## config.mk

```make
export PLATFORM = sky130hd
export DESIGN_NAME = bpf_top
export DESIGN_NICKNAME = d
export VERILOG_FILES = /design/src/verilog/bpf_pkg.sv /design/src/verilog/bpf_sync_if.sv /design/src/verilog/bpf_sync.sv /design/src/verilog/bpf_top.sv
export SDC_FILE = /design/constraint.sdc
export NUM_CORES = 1
export LEC_CHECK = 0
export BUFFER_PORTS_ARGS = -buffer_cell sky130_fd_sc_hd__buf_4
export CELL_PAD_IN_SITES_DETAIL_PLACEMENT = 1
export CELL_PAD_IN_SITES_GLOBAL_PLACEMENT = 1
export CORE_MARGIN = 5
export CORE_UTILIZATION = 45
export CTS_CLUSTER_DIAMETER = 60
export DETAILED_ROUTE_END_ITERATION = 8
export PLACE_DENSITY = 0.75
export SYNTH_ARGS = -nofsm -noshare
export SYNTH_HDL_FRONTEND = slang
export SYNTH_SLANG_ARGS = --single-unit
```

## constraint.sdc

```tcl
create_clock -name mclk -period 8.6 [get_ports mclk]
set_input_delay 0.86 -clock mclk [delete_from_list [all_inputs] [get_ports mclk]]
set_output_delay 0.86 -clock mclk [all_outputs]
set_load 0.02 [all_outputs]
```

## src/verilog/bpf_pkg.sv

```systemverilog
// shared constants and types for the back-emf loop filter and overcurrent gate
`default_nettype none
// Overview of operation
// - overcurrent blanks drive until a cycle start with the comparator quiet
// - recurring overcurrent escalates to latched hard shutdown
// - comparator gates pwm directly, no adc path
// - blanking path works with clock stopped
// - output is prior output plus weighted sample terms
// - keep new output and sample as state
// - input is newest bus-midpoint referenced adc sample
// - coefficients from period and two time constants
// - timer stamps each back-emf event, top priority
package bpf_pkg;
   // sample, coefficient, output, stamp and counter widths
   localparam int BPF_SAMPLE_W = 12;
   localparam int BPF_COEF_W   = 16;
   localparam int BPF_FRAC_W   = 8;          // coefficient fraction bits
   localparam int BPF_OUT_W    = 24;
   localparam int BPF_STAMP_W  = 16;
   localparam int BPF_CNT_W    = 8;
   // default shutdown threshold in consecutive faulted cycles
   localparam logic [7:0] BPF_TRIP_DEFAULT = 8'h04;
   // adc midpoint: half of the dc bus in unsigned adc counts
   localparam logic [11:0] BPF_MID_CODE = 12'h800;
   // period and time constants in ns, as figures the coefficient builder uses
   localparam real BPF_T_NS    = 50000.0;
   localparam real BPF_TAU1_NS = 200000.0;
   localparam real BPF_TAU2_NS = 100000.0;
   localparam real BPF_SCALE   = 256.0;      // 2**BPF_FRAC_W
   // current weight (t + 2 tau2)/(2 tau1); previous weight -(t - 2 tau2)/(2 tau1)
   localparam int BPF_COEF_CUR_INT =
      int'((BPF_T_NS + 2.0 * BPF_TAU2_NS) / (2.0 * BPF_TAU1_NS) * BPF_SCALE);
   localparam int BPF_COEF_PREV_INT =
      int'(-(BPF_T_NS - 2.0 * BPF_TAU2_NS) / (2.0 * BPF_TAU1_NS) * BPF_SCALE);
   // gate states, gray along run, blank, shutdown
   typedef enum logic [1:0] {
      BPF_RUN   = 2'b00,
      BPF_BLANK = 2'b01,
      BPF_SHUT  = 2'b11
   } bpf_gate_t;
endpackage
`default_nettype wire

```

## src/verilog/bpf_sync_if.sv

```systemverilog
// interface carrying the synchronised comparator level between modules
`timescale 1ns/10ps
`default_nettype none
interface bpf_sync_if;
   logic level;       // clean comparator level in mclk domain
   logic rise;        // one-cycle pulse when level rises
   modport src (output level, output rise);
   modport dst (input level, input rise);
endinterface
`default_nettype wire

```

## src/verilog/bpf_sync.sv

```systemverilog
// three-stage synchroniser with agreement filter for a pin input
`timescale 1ns/10ps
`default_nettype none
module bpf_sync (
   input  wire logic  mclk,
   input  wire logic  rst_b,
   input  wire logic  pin,
   bpf_sync_if.src    so
);
   logic s1;          // metastable stage, read only by s2
   logic s2;
   logic s3;
   logic level;       // filtered level
   wire  agree = (s2 == s3);
   // filtered level changes only when second and third stage agree
   always_ff @(posedge mclk) begin
      if (!rst_b) begin
         s1    <= 1'b0;
         s2    <= 1'b0;
         s3    <= 1'b0;
         level <= 1'b0;
      end else begin
         s1 <= pin;
         s2 <= s1;
         s3 <= s2;
         if (agree) begin
            level <= s3;
         end
      end
   end
   assign so.level = level;
   assign so.rise  = agree & s3 & ~level;
endmodule
`default_nettype wire

```

## src/verilog/bpf_top.sv

```systemverilog
// back-emf pi loop filter with cycle-by-cycle overcurrent gate
`timescale 1ns/10ps
`default_nettype none
module bpf_top
   import bpf_pkg::*;
#(
   parameter int SAMPLE_W = BPF_SAMPLE_W,
   parameter int OUT_W    = BPF_OUT_W
) (
   input  wire logic                    mclk,
   input  wire logic                    rst_b,
   input  wire logic [SAMPLE_W-1:0]     adc_data,
   input  wire logic                    adc_valid,
   input  wire logic signed [BPF_COEF_W-1:0] coef_current,
   input  wire logic signed [BPF_COEF_W-1:0] coef_previous,
   input  wire logic                    use_default_coef,
   input  wire logic                    pwm_cycle_start,
   input  wire logic [5:0]              pwm_in,
   input  wire logic                    oc_comp,
   input  wire logic [BPF_CNT_W-1:0]    trip_count,
   input  wire logic                    shut_clear,
   output logic [5:0]                   pwm_out,
   output logic signed [OUT_W-1:0]      filter_out_now,
   output logic                         filter_valid,
   output logic [BPF_STAMP_W-1:0]       bemf_stamp,
   output logic                         stamp_valid,
   output logic                         stat_blank,
   output logic                         stat_shut
);
   // product of a signed sample (one extra bit for the midpoint offset) and a
   // coefficient; sized so the difference of two products cannot overflow
   localparam int PROD_W = SAMPLE_W + 1 + BPF_COEF_W;
   // built-in weights from the time constants, in coefficient fixed point
   localparam logic signed [BPF_COEF_W-1:0] COEF_CUR_DEF  = BPF_COEF_W'(BPF_COEF_CUR_INT);
   localparam logic signed [BPF_COEF_W-1:0] COEF_PREV_DEF = BPF_COEF_W'(BPF_COEF_PREV_INT);

   // ---------------- filter ----------------
   logic signed [OUT_W-1:0]    filter_out_prev;   // y(n-1)
   logic signed [SAMPLE_W:0]   sample_prev;       // r(n-1)
   logic [BPF_STAMP_W-1:0]     stamp_timer;       // free-running time base
   // sample referenced to half the bus: signed offset from midpoint
   wire  signed [SAMPLE_W:0]   sample_now =
      $signed({1'b0, adc_data}) - $signed({1'b0, BPF_MID_CODE});
   // coefficient choice: built-in from time constants or supplied
   wire  signed [BPF_COEF_W-1:0] coef_cur_sel  =
      use_default_coef ? COEF_CUR_DEF : coef_current;
   wire  signed [BPF_COEF_W-1:0] coef_prev_sel =
      use_default_coef ? COEF_PREV_DEF : coef_previous;
   wire  signed [PROD_W-1:0]   p_now  = coef_cur_sel * sample_now;
   wire  signed [PROD_W-1:0]   p_prev = coef_prev_sel * sample_prev;
   // scaled difference back to output units; fraction bits dropped
   wire  signed [PROD_W-1:0]   p_diff = (p_now - p_prev) >>> BPF_FRAC_W;
   // new output = prior output + current term - previous term
   wire  signed [OUT_W-1:0]    next_filter_out =
      filter_out_prev + OUT_W'(p_diff);

   // update state once per sample period
   always_ff @(posedge mclk) begin
      if (!rst_b) begin
         filter_out_prev <= '0;
         sample_prev     <= '0;
         filter_out_now  <= '0;
         filter_valid    <= 1'b0;
      end else begin
         filter_valid <= adc_valid;
         if (adc_valid) begin
            filter_out_now  <= next_filter_out;
            filter_out_prev <= next_filter_out;
            sample_prev     <= sample_now;
         end
      end
   end

   // time stamp captured at each sensing event, ahead of any other work
   always_ff @(posedge mclk) begin
      if (!rst_b) begin
         stamp_timer <= '0;
         bemf_stamp  <= '0;
         stamp_valid <= 1'b0;
      end else begin
         stamp_timer <= stamp_timer + 1'b1;
         stamp_valid <= adc_valid;
         if (adc_valid) begin
            bemf_stamp <= stamp_timer;
         end
      end
   end

   // ---------------- overcurrent gate ----------------
   // the synchronised level feeds only the cycle bookkeeping; the pins are
   // blanked from the raw comparator further down
   bpf_sync_if  oc_if ();
   bpf_sync u_sync (
      .mclk  (mclk),
      .rst_b (rst_b),
      .pin   (oc_comp),
      .so    (oc_if)
   );

   bpf_gate_t               gate;
   logic [BPF_CNT_W-1:0]    hit_cnt;       // consecutive faulted cycles
   logic                    cyc_fault;     // fault seen in this cycle
   wire  fault_now   = oc_if.level | cyc_fault;
   wire  limit_hit   = (hit_cnt + 1'b1) >= trip_count;

   // per-cycle blank, escalate on consecutive faulted cycles
   always_ff @(posedge mclk) begin
      if (!rst_b) begin
         gate      <= BPF_RUN;
         hit_cnt   <= '0;
         cyc_fault <= 1'b0;
      end else begin
         unique case (gate)
            BPF_RUN: begin
               if (oc_if.rise) begin
                  gate      <= BPF_BLANK;
                  cyc_fault <= 1'b1;
               end
               if (pwm_cycle_start) begin
                  hit_cnt <= '0;                 // clean cycle breaks the run
               end
            end
            BPF_BLANK: begin
               if (pwm_cycle_start) begin
                  cyc_fault <= oc_if.level;
                  if (limit_hit) begin
                     gate <= BPF_SHUT;
                  end else if (!oc_if.level) begin
                     gate    <= BPF_RUN;         // resume next cycle
                     hit_cnt <= hit_cnt + 1'b1;
                  end else begin
                     hit_cnt <= hit_cnt + 1'b1;
                  end
               end
            end
            BPF_SHUT: begin
               // track the live level so a fault seen in the last blanked
               // cycle cannot keep the latch closed forever
               cyc_fault <= oc_if.level;
               // latched until software clears and fault is gone
               if (shut_clear && !fault_now) begin
                  gate    <= BPF_RUN;
                  hit_cnt <= '0;
               end
            end
            default: gate <= BPF_SHUT;           // illegal code fails safe
         endcase
      end
   end

   // comparator also gates drive without any clock, so a dead clock still
   // blanks; the clocked part stretches the blank to cycle end and holds it through a latched shutdown
   wire clk_blank = (gate != BPF_RUN);
   assign pwm_out    = (oc_comp | clk_blank) ? '0 : pwm_in;
   assign stat_blank = (gate == BPF_BLANK);
   assign stat_shut  = (gate == BPF_SHUT);

   // ---------------- checks ----------------
   // these watch the gate and filter on mclk; the raw comparator path is
   // asynchronous, so the clocked checks only see it at the edges

   // comparator high must always leave every gate driver off
   comb_blank_a: assert property (@(posedge mclk) disable iff (!rst_b)
      oc_comp |-> (pwm_out == '0))
      else $error("drive not blanked");

   // a latched shutdown only leaves on an explicit clear
   shut_hold_a: assert property (@(posedge mclk) disable iff (!rst_b)
      stat_shut && !shut_clear |=> stat_shut)
      else $error("shutdown lost");

   // no drive at all while the shutdown is latched
   shut_out_a: assert property (@(posedge mclk) disable iff (!rst_b)
      stat_shut |-> pwm_out == '0)
      else $error("drive on in shutdown");

   // a synchronised rising fault in run opens a blanked cycle next edge
   blank_start_a: assert property (@(posedge mclk) disable iff (!rst_b)
      $rose(oc_if.rise) && gate == BPF_RUN |=> stat_blank)
      else $error("no blank on fault");

   // blanking stands for the rest of the switching cycle
   blank_hold_a: assert property (@(posedge mclk) disable iff (!rst_b)
      stat_blank && !pwm_cycle_start |=> stat_blank)
      else $error("blank dropped mid cycle");

   // a quiet comparator at the cycle boundary below the threshold restores normal drive
   gate_resume_a: assert property (@(posedge mclk) disable iff (!rst_b)
      stat_blank && pwm_cycle_start && !oc_if.level && !limit_hit |=> gate == BPF_RUN)
      else $error("no resume");

   // in run with a quiet comparator the generator reaches the pins
   run_drive_a: assert property (@(posedge mclk) disable iff (!rst_b)
      gate == BPF_RUN && !oc_comp |-> pwm_out == pwm_in)
      else $error("drive not restored");

   // reaching the threshold at a cycle boundary latches the shutdown
   shut_entry_a: assert property (@(posedge mclk) disable iff (!rst_b)
      stat_blank && pwm_cycle_start && limit_hit |=> stat_shut)
      else $error("no shutdown at threshold");

   // a clean cycle start in run restarts the consecutive count
   run_count_a: assert property (@(posedge mclk) disable iff (!rst_b)
      gate == BPF_RUN && pwm_cycle_start |=> hit_cnt == '0)
      else $error("fault run not cleared");

   // each sample leaves output and prior output equal, with valid set
   filt_upd_a: assert property (@(posedge mclk) disable iff (!rst_b)
      adc_valid |=> filter_out_now == filter_out_prev && filter_valid)
      else $error("filter state mismatch");

   // the output register carries the value of the update equation
   filt_eq_a: assert property (@(posedge mclk) disable iff (!rst_b)
      adc_valid |=> filter_out_now == $past(next_filter_out))
      else $error("filter equation wrong");

   // without a sample the filter state must not move
   filt_hold_a: assert property (@(posedge mclk) disable iff (!rst_b)
      !adc_valid |=> $stable(filter_out_prev) && $stable(sample_prev))
      else $error("state moved without sample");

   // the stamp holds the time base value of the sensing edge
   stamp_capture_a: assert property (@(posedge mclk) disable iff (!rst_b)
      adc_valid |=> stamp_valid && bemf_stamp == $past(stamp_timer))
      else $error("stamp wrong");

   // the stamp only moves on a sensing event
   stamp_hold_a: assert property (@(posedge mclk) disable iff (!rst_b)
      !adc_valid |=> $stable(bemf_stamp) && !stamp_valid)
      else $error("stamp moved without event");
endmodule
`default_nettype wire

```

* Word-level counts from Yosys, hierarchy flattened
Index checks and enable logic that the tools add are counted.
** Cells by class
- Add/subtract/negate cells :: 5
- Multiply operators :: 2
- $lt $le $gt $ge :: 1
- Equal/unequal tests :: 9
- Muxes and demuxes :: 17
- Bitwise logic cells :: 5
- Reduce and logical (&&, ||, !) cells :: 8
** Operators with widths (count)
- 16-bit by 13-bit multiplier with 29-bit output :: 2
- 16-bit two-way mux :: 2
- 8-bit two-way mux :: 4
- 29-bit subtractor :: 1
- 24-bit by 21-bit adder with 24-bit output :: 1
- 8-bit one-hot mux with 3 select lines :: 1
- 16-bit by 1-bit adder with 16-bit output (second input constant) :: 1
- 12-bit by 12-bit subtractor with 13-bit output (second input constant) :: 1
- 2-bit two-way mux :: 5
- 8-bit by 1-bit adder with 8-bit output (second input constant) :: 1
- 8-bit >= comparator :: 1
- 2-bit inequality test (second input constant) :: 4
- 6-bit two-way mux :: 1
- 2-bit one-hot mux with 3 select lines :: 1
- 5-bit AND reduction :: 1
- 4-bit AND reduction :: 1
- 3-bit inequality test (second input constant) :: 1
- 1-bit one-hot mux with 3 select lines :: 1
- 3-bit AND reduction :: 1
- 3-bit nonzero test :: 1
- 1-bit AND :: 2
- 2-bit by 1-bit == test with 1-bit output (second input constant) :: 1
- 2-bit == test (second input constant) :: 1
- 2-bit logical NOT :: 1
- 8 further kinds :: 10
** Storage, ports and cells
- Bits in registers :: 85
- Bits of input ports :: 65
- Output and inout bits :: 50
- Word-level logic and storage cells :: 59

* Depth between registers and ports, before layout
Gate-level depths: netlist of the first run.
- Depth in word-level cells :: 5
- Mapped depth :: 39
- Mapped depth without buffers :: 36

* Cells and area by module
From an unflattened synthesis of the first run, not the netlist that was laid out.
** Second synthesis, totals
- Cells, all modules :: 2212
- Area, all modules :: 20324.5 µm²
** Modules (own cells, without submodules)
- bpf_top :: times used 1, cells each 2201, area each 20190.6 µm², seq. area each 1601.5 µm²
- bpf_sync :: times used 1, cells each 11, area each 133.9 µm², seq. area each 80.1 µm²

* Least setup slack after synthesis of the first run
No wires, ideal clock.
- Kind :: in2reg
- Start point :: input use_default_coef
- End point :: register filter_out_prev[23]
- Setup time :: 132 ps
- Arrival time :: 9249 ps
- Data required time :: 8468 ps
- Path slack :: -781 ps
- Stages :: 36
- Buffers on the path :: 3
- Cell sequence :: clkbuf_1 -> clkbuf_1 -> or2_2 -> clkbuf_1 -> nand2_1 -> fa_1 -> inv_1 -> fa_1 -> inv_1 -> fa_1 -> fa_1 -> fa_1 -> fa_1 -> inv_1 -> fa_1 -> inv_1 -> ha_1 -> nand3_1 -> o211ai_1 -> a211oi_1 -> o21bai_1 -> a21oi_1 -> o31ai_1 -> a31o_2 -> a21oi_1 -> xnor2_1 -> ha_1 -> a21o_1 -> a21oi_1 -> nor3b_1 -> a21oi_1 -> o41a_1 -> and3_1 -> mux2i_1 -> a21o_1 -> a21oi_1
** Between the ends
- Longest elaborated chain between the ends :: 4
- Elaborated cells on any way between the ends :: 6
- Those cells by class :: add/sub (2); mul (2); mux (2)
** Ends and longest elaborated chain
- start: declaration :: line bpf_top.sv:16 : input wire logic use_default_coef,
- 16-bit two-way mux (on tied branches) :: line bpf_top.sv:46, bpf_top.sv:48
- 16-bit by 13-bit multiplier with 29-bit output (on tied branches) :: line bpf_top.sv:49, bpf_top.sv:50
- 29-bit subtractor (*) :: line bpf_top.sv:52 : wire signed [PROD_W-1:0] p_diff = (p_now - p_prev) >>> BPF_FRAC_W;
- 24-bit by 21-bit adder with 24-bit output (*) :: line bpf_top.sv:55 : filter_out_prev + OUT_W'(p_diff);
- end signal: assignment :: line bpf_top.sv:68 : filter_out_prev <= next_filter_out;
- end: declaration :: line bpf_top.sv:38 : logic signed [OUT_W-1:0] filter_out_prev;
Every way passes the cells marked *; elsewhere a longest branch is shown, timed or not.
A chain may end at the register's enable or synchronous reset.

* Worst setup path in the final report of the first run
Same ends and word-level chain as after synthesis.

==> results.md, run 1 <==
- Status: finished, violations left
- Violated checks: negative setup slack
- Chip width: 223 um
- Final critical-path share of the clock period: 103%
- Max-slew violation count: 0
- 1st-iter DRT viols: 672
- CTS H-tree depth: 3
- Synthesized area: 20400 sq um
- Initial antenna violation count: 0
- CP Capture Type: flop
- Synth Area per Inst: 9.21 sq um
- Slew @ Worst Pin: 0.945 ns
- Synthesized flop and latch total: 84
- Worst Slack Setup Final: -0.220 ns
- Num rows: 78
- Final setup vio count: 3
- Main synth FF type: dfxtp_1
- Core area: 45100 sq um
- CP max FO: 8
- Num Clock Sinks: 84
- # nets final: 3197
- Global placer's final weighted congestion: 0.878
- Worst clock skew: 0.0158 ns
- Hold Path Class: reg2reg
- WP data required: 8.82 ns
- RSZ-0062 raised after global routing: yes
- Drt wl/cell: 19.7 um
- Crit. Startpoint: use_default_coef
- Dpl hpwl: 52400 um
- Fmax: 0.113 GHz
- Grt total ovfl: 0
- Crit path largest cell delay: 0.59 ns
- Routed vias: 16.0k
- Final Hold Fails: 0
- Post-synthesis sequential area ratio: 8.26%
- Die H: 223 um
- Final Instance Area: 24700 sq um
- Routed WL: 61600 um
- Most frequent cell after synthesis: inv_1
- Fin crit period: 8.82 ns
- Synth Instances: 2211
- Synth cell types: 52
- DP Area: 23700 sq um
- Share of layout cells above drive strength 1: 20.9%
- Share of Yosys cell area claimed by the top area cell type: 44.2%
- IO Pins: 115
- Clk root buf: clkbuf_16
- End of the critical path: filter_out_prev[23]$_SDFFE_PN0P_
- Vias in the first global route: 19.2k
- Worst reg2reg path depth: 32
- Post-route ant nets: 0
- Crit path DAT: 9.04 ns
- Post-synth top area cell: fa_1
- EDFF count, synth: 0
- Reg-to-Reg End: filter_out_prev[23]$_SDFFE_PN0P_
- First-pass DRT Iterations: 4
- Initial Util: 45.2%
- DRC viols: 0
- Skew-Pair Late Insertion Delay: 0.36 ns
- Vias/cell: 5.11
- Fraction of registers with async set/reset: 0%
- Largest net degree at the start of global routing: 57
- Inserted Clock Buffers: 9
- Syn nets: 2887
- Worst reg2reg startpoint: sample_prev[2]$_SDFFE_PN0P_
- Slowest stage cell, crit path: fa_1
- ANT cells: 0
- P&R area growth vs syn: 21.1%
- Flop2flop setup slack: 0.01 ns
- Fin util: 54.7%
- Die area: 49600 sq um
- Crit-path most repeated cell: fa_1
- First-pass GRT wire length: 98700 um
- Kind of critical path: in2reg
- Filler cell count: 5281
- Relative slew slack: 37.0%
- Post-synth top cells: 509 x inv_1, 450 x fa_1, 207 x and2_1, 184 x nand2_1, 161 x ha_1
- Yosys warning count: 0
- GRT Total Usage: 25.0%
- CTS tree: built
- Buffers on Ports: 114
- Max Cap Violations: 0
- Clock transition at path regs: 0.08 ns
- Synth area leaders: fa_1 44%, ha_1 9.9%, inv_1 9.4%, dfxtp_1 8.3%, and2_1 6.4%
- Startpoint types: primary input
- Clk buf depth: 2
-- flip-flops by register name, summed over array words and instances, names as in the netlist, 2 cells and up --
signal / cells
bemf_stamp: 16
filter_out_prev: 24
gate: 2
hit_cnt: 8
sample_prev: 12
stamp_timer: 16
-- worst min path at each step --
stage                                       to  depth (start not counted)  slack [ns]            startpoint
after floorplan           u_sync.s2$_SDFF_PN0_                          1        0.41  u_sync.s1$_SDFF_PN0_
after global placement    u_sync.s2$_SDFF_PN0_                          1        0.42  u_sync.s1$_SDFF_PN0_
after detailed placement  u_sync.s2$_SDFF_PN0_                          1        0.42  u_sync.s1$_SDFF_PN0_
after CTS                 u_sync.s2$_SDFF_PN0_                          1        0.45  u_sync.s1$_SDFF_PN0_
after global routing      u_sync.s2$_SDFF_PN0_                          1        0.48  u_sync.s1$_SDFF_PN0_
final                     u_sync.s2$_SDFF_PN0_                          1        0.45  u_sync.s1$_SDFF_PN0_
-- final cells by class --
type                    count  area (sq um)  area share [%]
flip-flops and latches     84          1680            6.82
well taps                 600           751            3.04
clock inverters             6          68.8           0.279
multi-input cells        1532         17000            68.9
clock buffers              10           229           0.928
repair buffers            385          3040            12.3
inverters                 509          1920            7.77
-- per-stage QoR --
stage / hold WS, ns / instances / setup slack, ns / setup TNS (ns)
2_1_floorplan: 0.412 / 2211 / 0.00334 / 0
3_3_place_gp: 0.418 / 3086 / -0.592 / -2.58
3_5_place_dp: 0.425 / 3086 / -0.921 / -6.48
4_1_cts: 0.452 / 3111 / -0.0431 / -0.0438
5_1_grt: 0.484 / 3126 / -0.554 / -2.32
6_report: 0.450 / 3126 / -0.220 / -0.313
-- kinds of logic after synthesis --
kind of cell	share of synthesized area [%]
and+or+nand+nor	16.2
buffers and inverters	11.0
DFF	8.26
adders and majority gates	54.1
xor gates and xnor gates	3.23
AOI/OAI and AO/OA	4.86
muxes	2.36
-- worst max-delay path: cells and delay by family --
kind                     cells  cell delay (ns)
adder cells (fa/ha/maj)      9             4.04
AO/OA/AOI/OAI               13             2.32
buffers and inverters        8             0.75
AND/OR/NAND/NOR              5             0.75
multiplexers                 1             0.17
XOR/XNOR                     1             0.11
-- metal layers --
| layer | vias up | part of all wire, % | GRT usage [%] |
|---|---|---|---|
| li1 | 7183 | - | - |
| met1 | 8330 | 37 | 28.0 |
| met2 | 311 | 55 | 47.1 |
| met3 | 152 | 3.2 | 3.28 |
| met4 | 0 | 5.2 | 10.8 |
| met5 | - | 0 | 0 |
-- cells in the final DEF, fill, tap and decap left out, types with 6 or more instances in the layout --
master	synthesis	layout
o21ai_0	25	18
a21oi_1	40	26
mux2i_1	48	48
nor2b_1	61	43
nor2_1	117	112
a21oi_2	0	13
xor2_1	31	31
clkbuf_16	0	10
nand3_1	25	17
fa_2	0	12
o21bai_1	8	7
inv_1	509	500
nand2b_1	12	11
nand3_2	0	7
buf_4	1	368
dfxtp_1	84	84
inv_2	0	7
o21ai_2	0	6
o21ai_1	6	7
o211ai_1	8	8
nand2_1	184	177
fa_1	450	438
ha_1	161	150
or2_2	10	8
buf_6	0	8
and2_1	207	205
ha_4	0	8
and3_1	12	9
nor2b_2	0	13
xnor2_1	44	41
a21o_1	24	24
-- repair_timing --
| item | in CTS | in global routing |
|---|---|---|
| endpoints found under the setup margin | 9 | 14 |
| gates cloned | 0 | 1 |
| resized for setup | 55 | 64 |
| pin swaps | 49 | 77 |
| setup buffers | 9 | 14 |
| hold buffers | 0 | 0 |
Power of run 1 is not shown: default switching activity piles up to over one toggle a cycle in this logic, so the estimate is an artifact.
==> run 2, diff against run 1 <==
--- a/config.mk
+++ b/config.mk
@@ -10,9 +10,10 @@
 export CELL_PAD_IN_SITES_GLOBAL_PLACEMENT = 1
 export CORE_MARGIN = 5
 export CORE_UTILIZATION = 45
-export CTS_CLUSTER_DIAMETER = 60
+export CTS_CLUSTER_DIAMETER = 150
 export DETAILED_ROUTE_END_ITERATION = 8
 export PLACE_DENSITY = 0.75
+export REMOVE_ABC_BUFFERS = 1
 export SYNTH_ARGS = -nofsm -noshare
 export SYNTH_HDL_FRONTEND = slang
 export SYNTH_SLANG_ARGS = --single-unit
==> run 2 against run 1 <==
The run still ends with negative setup slack left. First-iteration DRC count up 22%. Final cell count up 1.4%. Global-route usage up 0.48 points. Wire length up 4.6%. Sequential cell count unchanged. Critical endpoint unchanged.
==> results.md, run 2 (synthesis results as in run 1) <==
- Filler cell count: 5190 (was 5281)
- Fin crit period: 8.74 ns (was 8.82 ns)
- Final setup vio count: 3 (unchanged)
- Max-slew violation count: 0 (unchanged)
- Final Instance Area: 25100 sq um (was 24700 sq um)
- Core area: 45100 sq um (unchanged)
- Chip width: 223 um (unchanged)
- 1st-iter DRT viols: 821 (was 672)
- Num Clock Sinks: 84 (unchanged)
- Clk root buf: clkbuf_16 (unchanged)
- Share of layout cells above drive strength 1: 23.0% (was 20.9%)
- Relative slew slack: 32.4% (was 37.0%)
- DRC viols: 0 (unchanged)
- Reg with most FFs: filter_out_prev (unchanged)
- Setup TNS: -0.246 ns (was -0.313 ns)
- Num rows: 78 (unchanged)
- Initial Util: 45.2% (unchanged)
- Buffers on Ports: 114 (unchanged)
- Violated checks: negative setup slack (unchanged)
- Cts hold-fix bufs: 0 (unchanged)
- Multi-input logic area: 17100 sq um (was 17000 sq um)
- Crit path DAT: 9.06 ns (was 9.04 ns)
- Skew-Pair Late Insertion Delay: 0.38 ns (was 0.36 ns)
- Kind of critical path: in2reg (unchanged)
- Clock transition at path regs: 0.08 ns (about the same)
- GRT Total Usage: 25.4% (was 25.0%)
- Max reg flops: 24 (unchanged)
- CP max FO: 7 (was 8)
- First-pass GRT wire length: 100000 um (was 98700 um)
- Biggest regs: filter_out_prev (24), bemf_stamp (16), stamp_timer (16) (unchanged)
- Hold Path Class: reg2reg (unchanged)
- Post-route ant nets: 0 (unchanged)
- Crit path largest cell delay: 0.57 ns (was 0.59 ns)
- Most frequent cells in the layout: 487 x inv_1, 433 x fa_1, 399 x buf_4, 205 x and2_1, 174 x nand2_1 (was 500 x inv_1, 438 x fa_1, 368 x buf_4, 205 x and2_1, 177 x nand2_1)
- Inserted Clock Buffers: 9 (unchanged)
- Worst Slack Setup Final: -0.140 ns (was -0.220 ns)
- Initial antenna violation count: 0 (unchanged)
- ANT cells: 0 (unchanged)
- CTS tree: built (unchanged)
- Die H: 223 um (unchanged)
- Largest net degree at the start of global routing: 57 (unchanged)
- Final critical-path share of the clock period: 102% (was 103%)
- Worst clock skew: 0.0158 ns (about the same)
- P&R area growth vs syn: 23.5% (was 21.1%)
- Grt total ovfl: 0 (unchanged)
- CP Capture Type: flop (unchanged)
- RSZ-0062 raised after global routing: yes (unchanged)
- WP data required: 8.92 ns (was 8.82 ns)
- Slew @ Worst Pin: 1.01 ns (was 0.945 ns)
- Vias in the first global route: 19.5k (was 19.2k)
- Max Cap Violations: 0 (unchanged)
- IO Pins: 115 (unchanged)
- Drt wl/cell: 20.3 um (was 19.7 um)
- Commonest non-fill, non-tap cell in the layout: inv_1 (unchanged)
- First-pass DRT Iterations: 4 (unchanged)
- Vias/cell: 5.16 (was 5.11)
- Routed WL: 64400 um (was 61600 um)
- Clk buf depth: 2 (unchanged)
- Startpoint types: primary input (unchanged)
- CTS H-tree depth: 3 (unchanged)
- Routed vias: 16.4k (was 16.0k)
- Die area: 49600 sq um (unchanged)
- Final Hold Fails: 0 (unchanged)
- Dpl hpwl: 52900 um (was 52400 um)
- Slowest stage cell, crit path: fa_1 (unchanged)
- Fmax: 0.114 GHz (was 0.113 GHz)
- # nets final: 3240 (was 3197)
- Register Area: 1680 sq um (unchanged)
- DP Area: 23800 sq um (was 23700 sq um)
- Global placer's final weighted congestion: 0.897 (was 0.878)
- Crit-path most repeated cell: fa_1 (unchanged)
- Status: finished, violations left (unchanged)
run 2: what timing repair did:
| item | CTS | global route |
|---|---|---|
| gates resized for setup | 59 | 128 |
| setup endpoints to repair | 8 | 15 |
| cloned | 0 | 1 |
| setup buffers | 8 | 24 |
| pin swaps | 53 | 90 |
run 2: worst paths after layout:
path | from | end | slack (ns) | cells past startpoint
max | use_default_coef | filter_out_prev[23]$_SDFFE_PN0P_ | -0.14 | 36
min | u_sync.s1$_SDFF_PN0_ | u_sync.s2$_SDFF_PN0_ | 0.44 | 1
max reg2reg | sample_prev[4]$_SDFFE_PN0P_ | filter_out_prev[23]$_SDFFE_PN0P_ | 0.16 | 33
min reg2reg | u_sync.s1$_SDFF_PN0_ | u_sync.s2$_SDFF_PN0_ | 0.44 | 1
run 2: worst max-delay path: cells and delay by family:
family,cells,cell delay (ns)
adders and majority gates,9,4.28
AOI/OAI and AO/OA,12,2.36
buffers and inverters,9,0.83
and+or+nand+nor,4,0.43
xor gates and xnor gates,1,0.14
muxes,1,0.13
run 2: layout make-up:
type,count,area share (%)
multi-input cells,1532,67.9
repair buffers,428,13.5
inverters,509,7.62
flip-flops and latches,84,6.69
well taps,600,2.99
clock buffers,9,0.896
clock inverters,7,0.373
run 2: per-layer routing:
metal  share of wire (%)  up-vias  GRT usage, %
met4                 5.2        0          11.0
li1                    -     7262             -
met3                 3.1      176          3.04
met5                   0        -             0
met2                  55      384          48.4
met1                  37     8529          28.5
run 2: metrics by stage:
step	std cells	hold WS [ns]	utilization (%)	setup WS [ns]
2_1_floorplan	2125	0.412	-	-0.529
3_3_place_gp	3120	0.416	52.8	-0.742
3_5_place_dp	3120	0.423	52.8	-0.970
4_1_cts	3144	0.443	54.1	-0.0534
5_1_grt	3169	0.468	55.8	-0.489
6_report	3169	0.437	55.8	-0.140
Power of run 2 is left out for the same reason.
==> run 3, diff against run 2 <==
--- a/config.mk
+++ b/config.mk
@@ -14,6 +14,7 @@
 export DETAILED_ROUTE_END_ITERATION = 8
 export PLACE_DENSITY = 0.75
 export REMOVE_ABC_BUFFERS = 1
+export SKIP_CTS_REPAIR_TIMING = 1
 export SYNTH_ARGS = -nofsm -noshare
 export SYNTH_HDL_FRONTEND = slang
 export SYNTH_SLANG_ARGS = --single-unit
==> run 3 against run 2 <==
The run still ends with negative setup slack left. Via count shrank 0.80%. Count of clock-buffer cells in the layout unchanged. Die area unchanged. First-iteration DRC count down 15%.
==> results.md, run 3 (synthesis results as in run 1) <==
- Die H: 223 um (unchanged)
- Chip width: 223 um (unchanged)
- P&R area growth vs syn: 22.9% (was 23.5%)
- Clock transition at path regs: 0.09 ns (was 0.08 ns)
- Commonest non-fill, non-tap cell in the layout: inv_1 (unchanged)
- Status: finished, violations left (unchanged)
- Buffers on Ports: 114 (unchanged)
- Fmax: 0.114 GHz (about the same)
- Die area: 49600 sq um (unchanged)
- Clk buf depth: 2 (unchanged)
- First-pass GRT wire length: 98700 um (was 100000 um)
- Crit path DAT: 9.12 ns (was 9.06 ns)
- Setup TNS: -0.198 ns (was -0.246 ns)
- Routed WL: 63500 um (was 64400 um)
- Initial antenna violation count: 0 (unchanged)
- Hold Path Class: reg2reg (unchanged)
- Final setup vio count: 1 (was 3)
- 1st-iter DRT viols: 695 (was 821)
- Drt wl/cell: 20.1 um (was 20.3 um)
- Slowest stage cell, crit path: fa_1 (unchanged)
- Violated checks: negative setup slack (unchanged)
- Crit path largest cell delay: 0.59 ns (was 0.57 ns)
- Max reg flops: 24 (unchanged)
- CTS tree: built (unchanged)
- Largest net degree at the start of global routing: 57 (unchanged)
- Fin crit period: 8.80 ns (was 8.74 ns)
- Num rows: 78 (unchanged)
- IO Pins: 115 (unchanged)
- Relative slew slack: 32.6% (was 32.4%)
- First-pass DRT Iterations: 4 (unchanged)
- Max Cap Violations: 0 (unchanged)
- RSZ-0062 raised after global routing: yes (unchanged)
- Kind of critical path: in2reg (unchanged)
- Dpl hpwl: 52900 um (unchanged)
- Reg with most FFs: filter_out_prev (unchanged)
- Vias in the first global route: 19.3k (was 19.5k)
- Global placer's final weighted congestion: 0.897 (unchanged)
- Final Instance Area: 25000 sq um (was 25100 sq um)
- Most frequent cells in the layout: 490 x inv_1, 428 x fa_1, 387 x buf_4, 200 x and2_1, 181 x nand2_1 (was 487 x inv_1, 433 x fa_1, 399 x buf_4, 205 x and2_1, 174 x nand2_1)
- Final critical-path share of the clock period: 102% (about the same)
- WP data required: 8.92 ns (about the same)
- Final Hold Fails: 0 (unchanged)
- Grt total ovfl: 0 (unchanged)
- Core area: 45100 sq um (unchanged)
- WHS: 0.437 ns (about the same)
- DP Area: 23800 sq um (unchanged)
- Skew-Pair Late Insertion Delay: 0.38 ns (about the same)
- Slew @ Worst Pin: 1.01 ns (about the same)
- Biggest regs: filter_out_prev (24), bemf_stamp (16), stamp_timer (16) (unchanged)
- Worst Slack Setup Final: -0.198 ns (was -0.140 ns)
- Num Clock Sinks: 84 (unchanged)
- Share of layout cells above drive strength 1: 22.7% (was 23.0%)
- Clk root buf: clkbuf_16 (unchanged)
- Vias/cell: 5.13 (was 5.16)
- DRC viols: 0 (unchanged)
- Max-slew violation count: 0 (unchanged)
- CP Capture Type: flop (unchanged)
- CTS H-tree depth: 3 (unchanged)
- CP max FO: 9 (was 7)
- Startpoint types: primary input (unchanged)
- Post-route ant nets: 0 (unchanged)
- Pre-CTS WS: -0.970 ns (unchanged)
- Worst clock skew: 0.0172 ns (was 0.0158 ns)
- Initial Util: 45.2% (unchanged)
- GRT Total Usage: 25.0% (was 25.4%)
- # nets final: 3230 (was 3240)
- Inserted Clock Buffers: 9 (unchanged)
- Routed vias: 16.2k (was 16.4k)
- ANT cells: 0 (unchanged)
[run 3: cell types whose count changed in the layout (fill, tap and decap cells not counted), sizes merged]
| cell | before | now |
|---|---|---|
| buf | 427 | 417 |
[run 3: area by class of cell]
class	count	area [sq um]
Sequential cell	84	1680
Clock buffer	9	225
Multi-Input combinational cell	1532	17000
Clock inverter	7	93.8
Inverter	509	1910
Tap cell	600	751
Fill cell	5185	20100
Timing Repair Buffer	418	3340
[run 3: layer usage]
layer	wire length [um]	global-route usage [%]	part of all wire [%]
met3	1600	2.80	2.5
met4	3070	10.3	4.8
met2	35200	47.4	55
met1	23600	28.3	37
met5	0	0	0
[run 3: worst paths after layout]
kind / start / end / slack, ns / depth (start not counted)
setup / recovery: use_default_coef / filter_out_prev[23]$_SDFFE_PN0P_ / -0.20 / 33
hold / removal: u_sync.s1$_SDFF_PN0_ / u_sync.s2$_SDFF_PN0_ / 0.44 / 1
setup reg to reg: sample_prev[4]$_SDFFE_PN0P_ / filter_out_prev[23]$_SDFFE_PN0P_ / 0.08 / 32
hold reg to reg: u_sync.s1$_SDFF_PN0_ / u_sync.s2$_SDFF_PN0_ / 0.44 / 1
[run 3: metrics by stage]
stage               utilization (%)  instances
CTS                            53.5       3136
global placement               52.8       3120
floorplan                         -       2125
detailed placement             52.8       3120
finish                         55.5       3159
global route                   55.5       3159
[run 3: critical path, delay by kind of cell]
family          cells  cell delay [ns]
compound gates     13             2.57
xor+xnor            1             0.14
fa+ha+maj           9             4.08
buf+inv             6             0.64
mux                 1             0.09
simple gates        3             0.73
Power of run 3 is left out for the same reason.
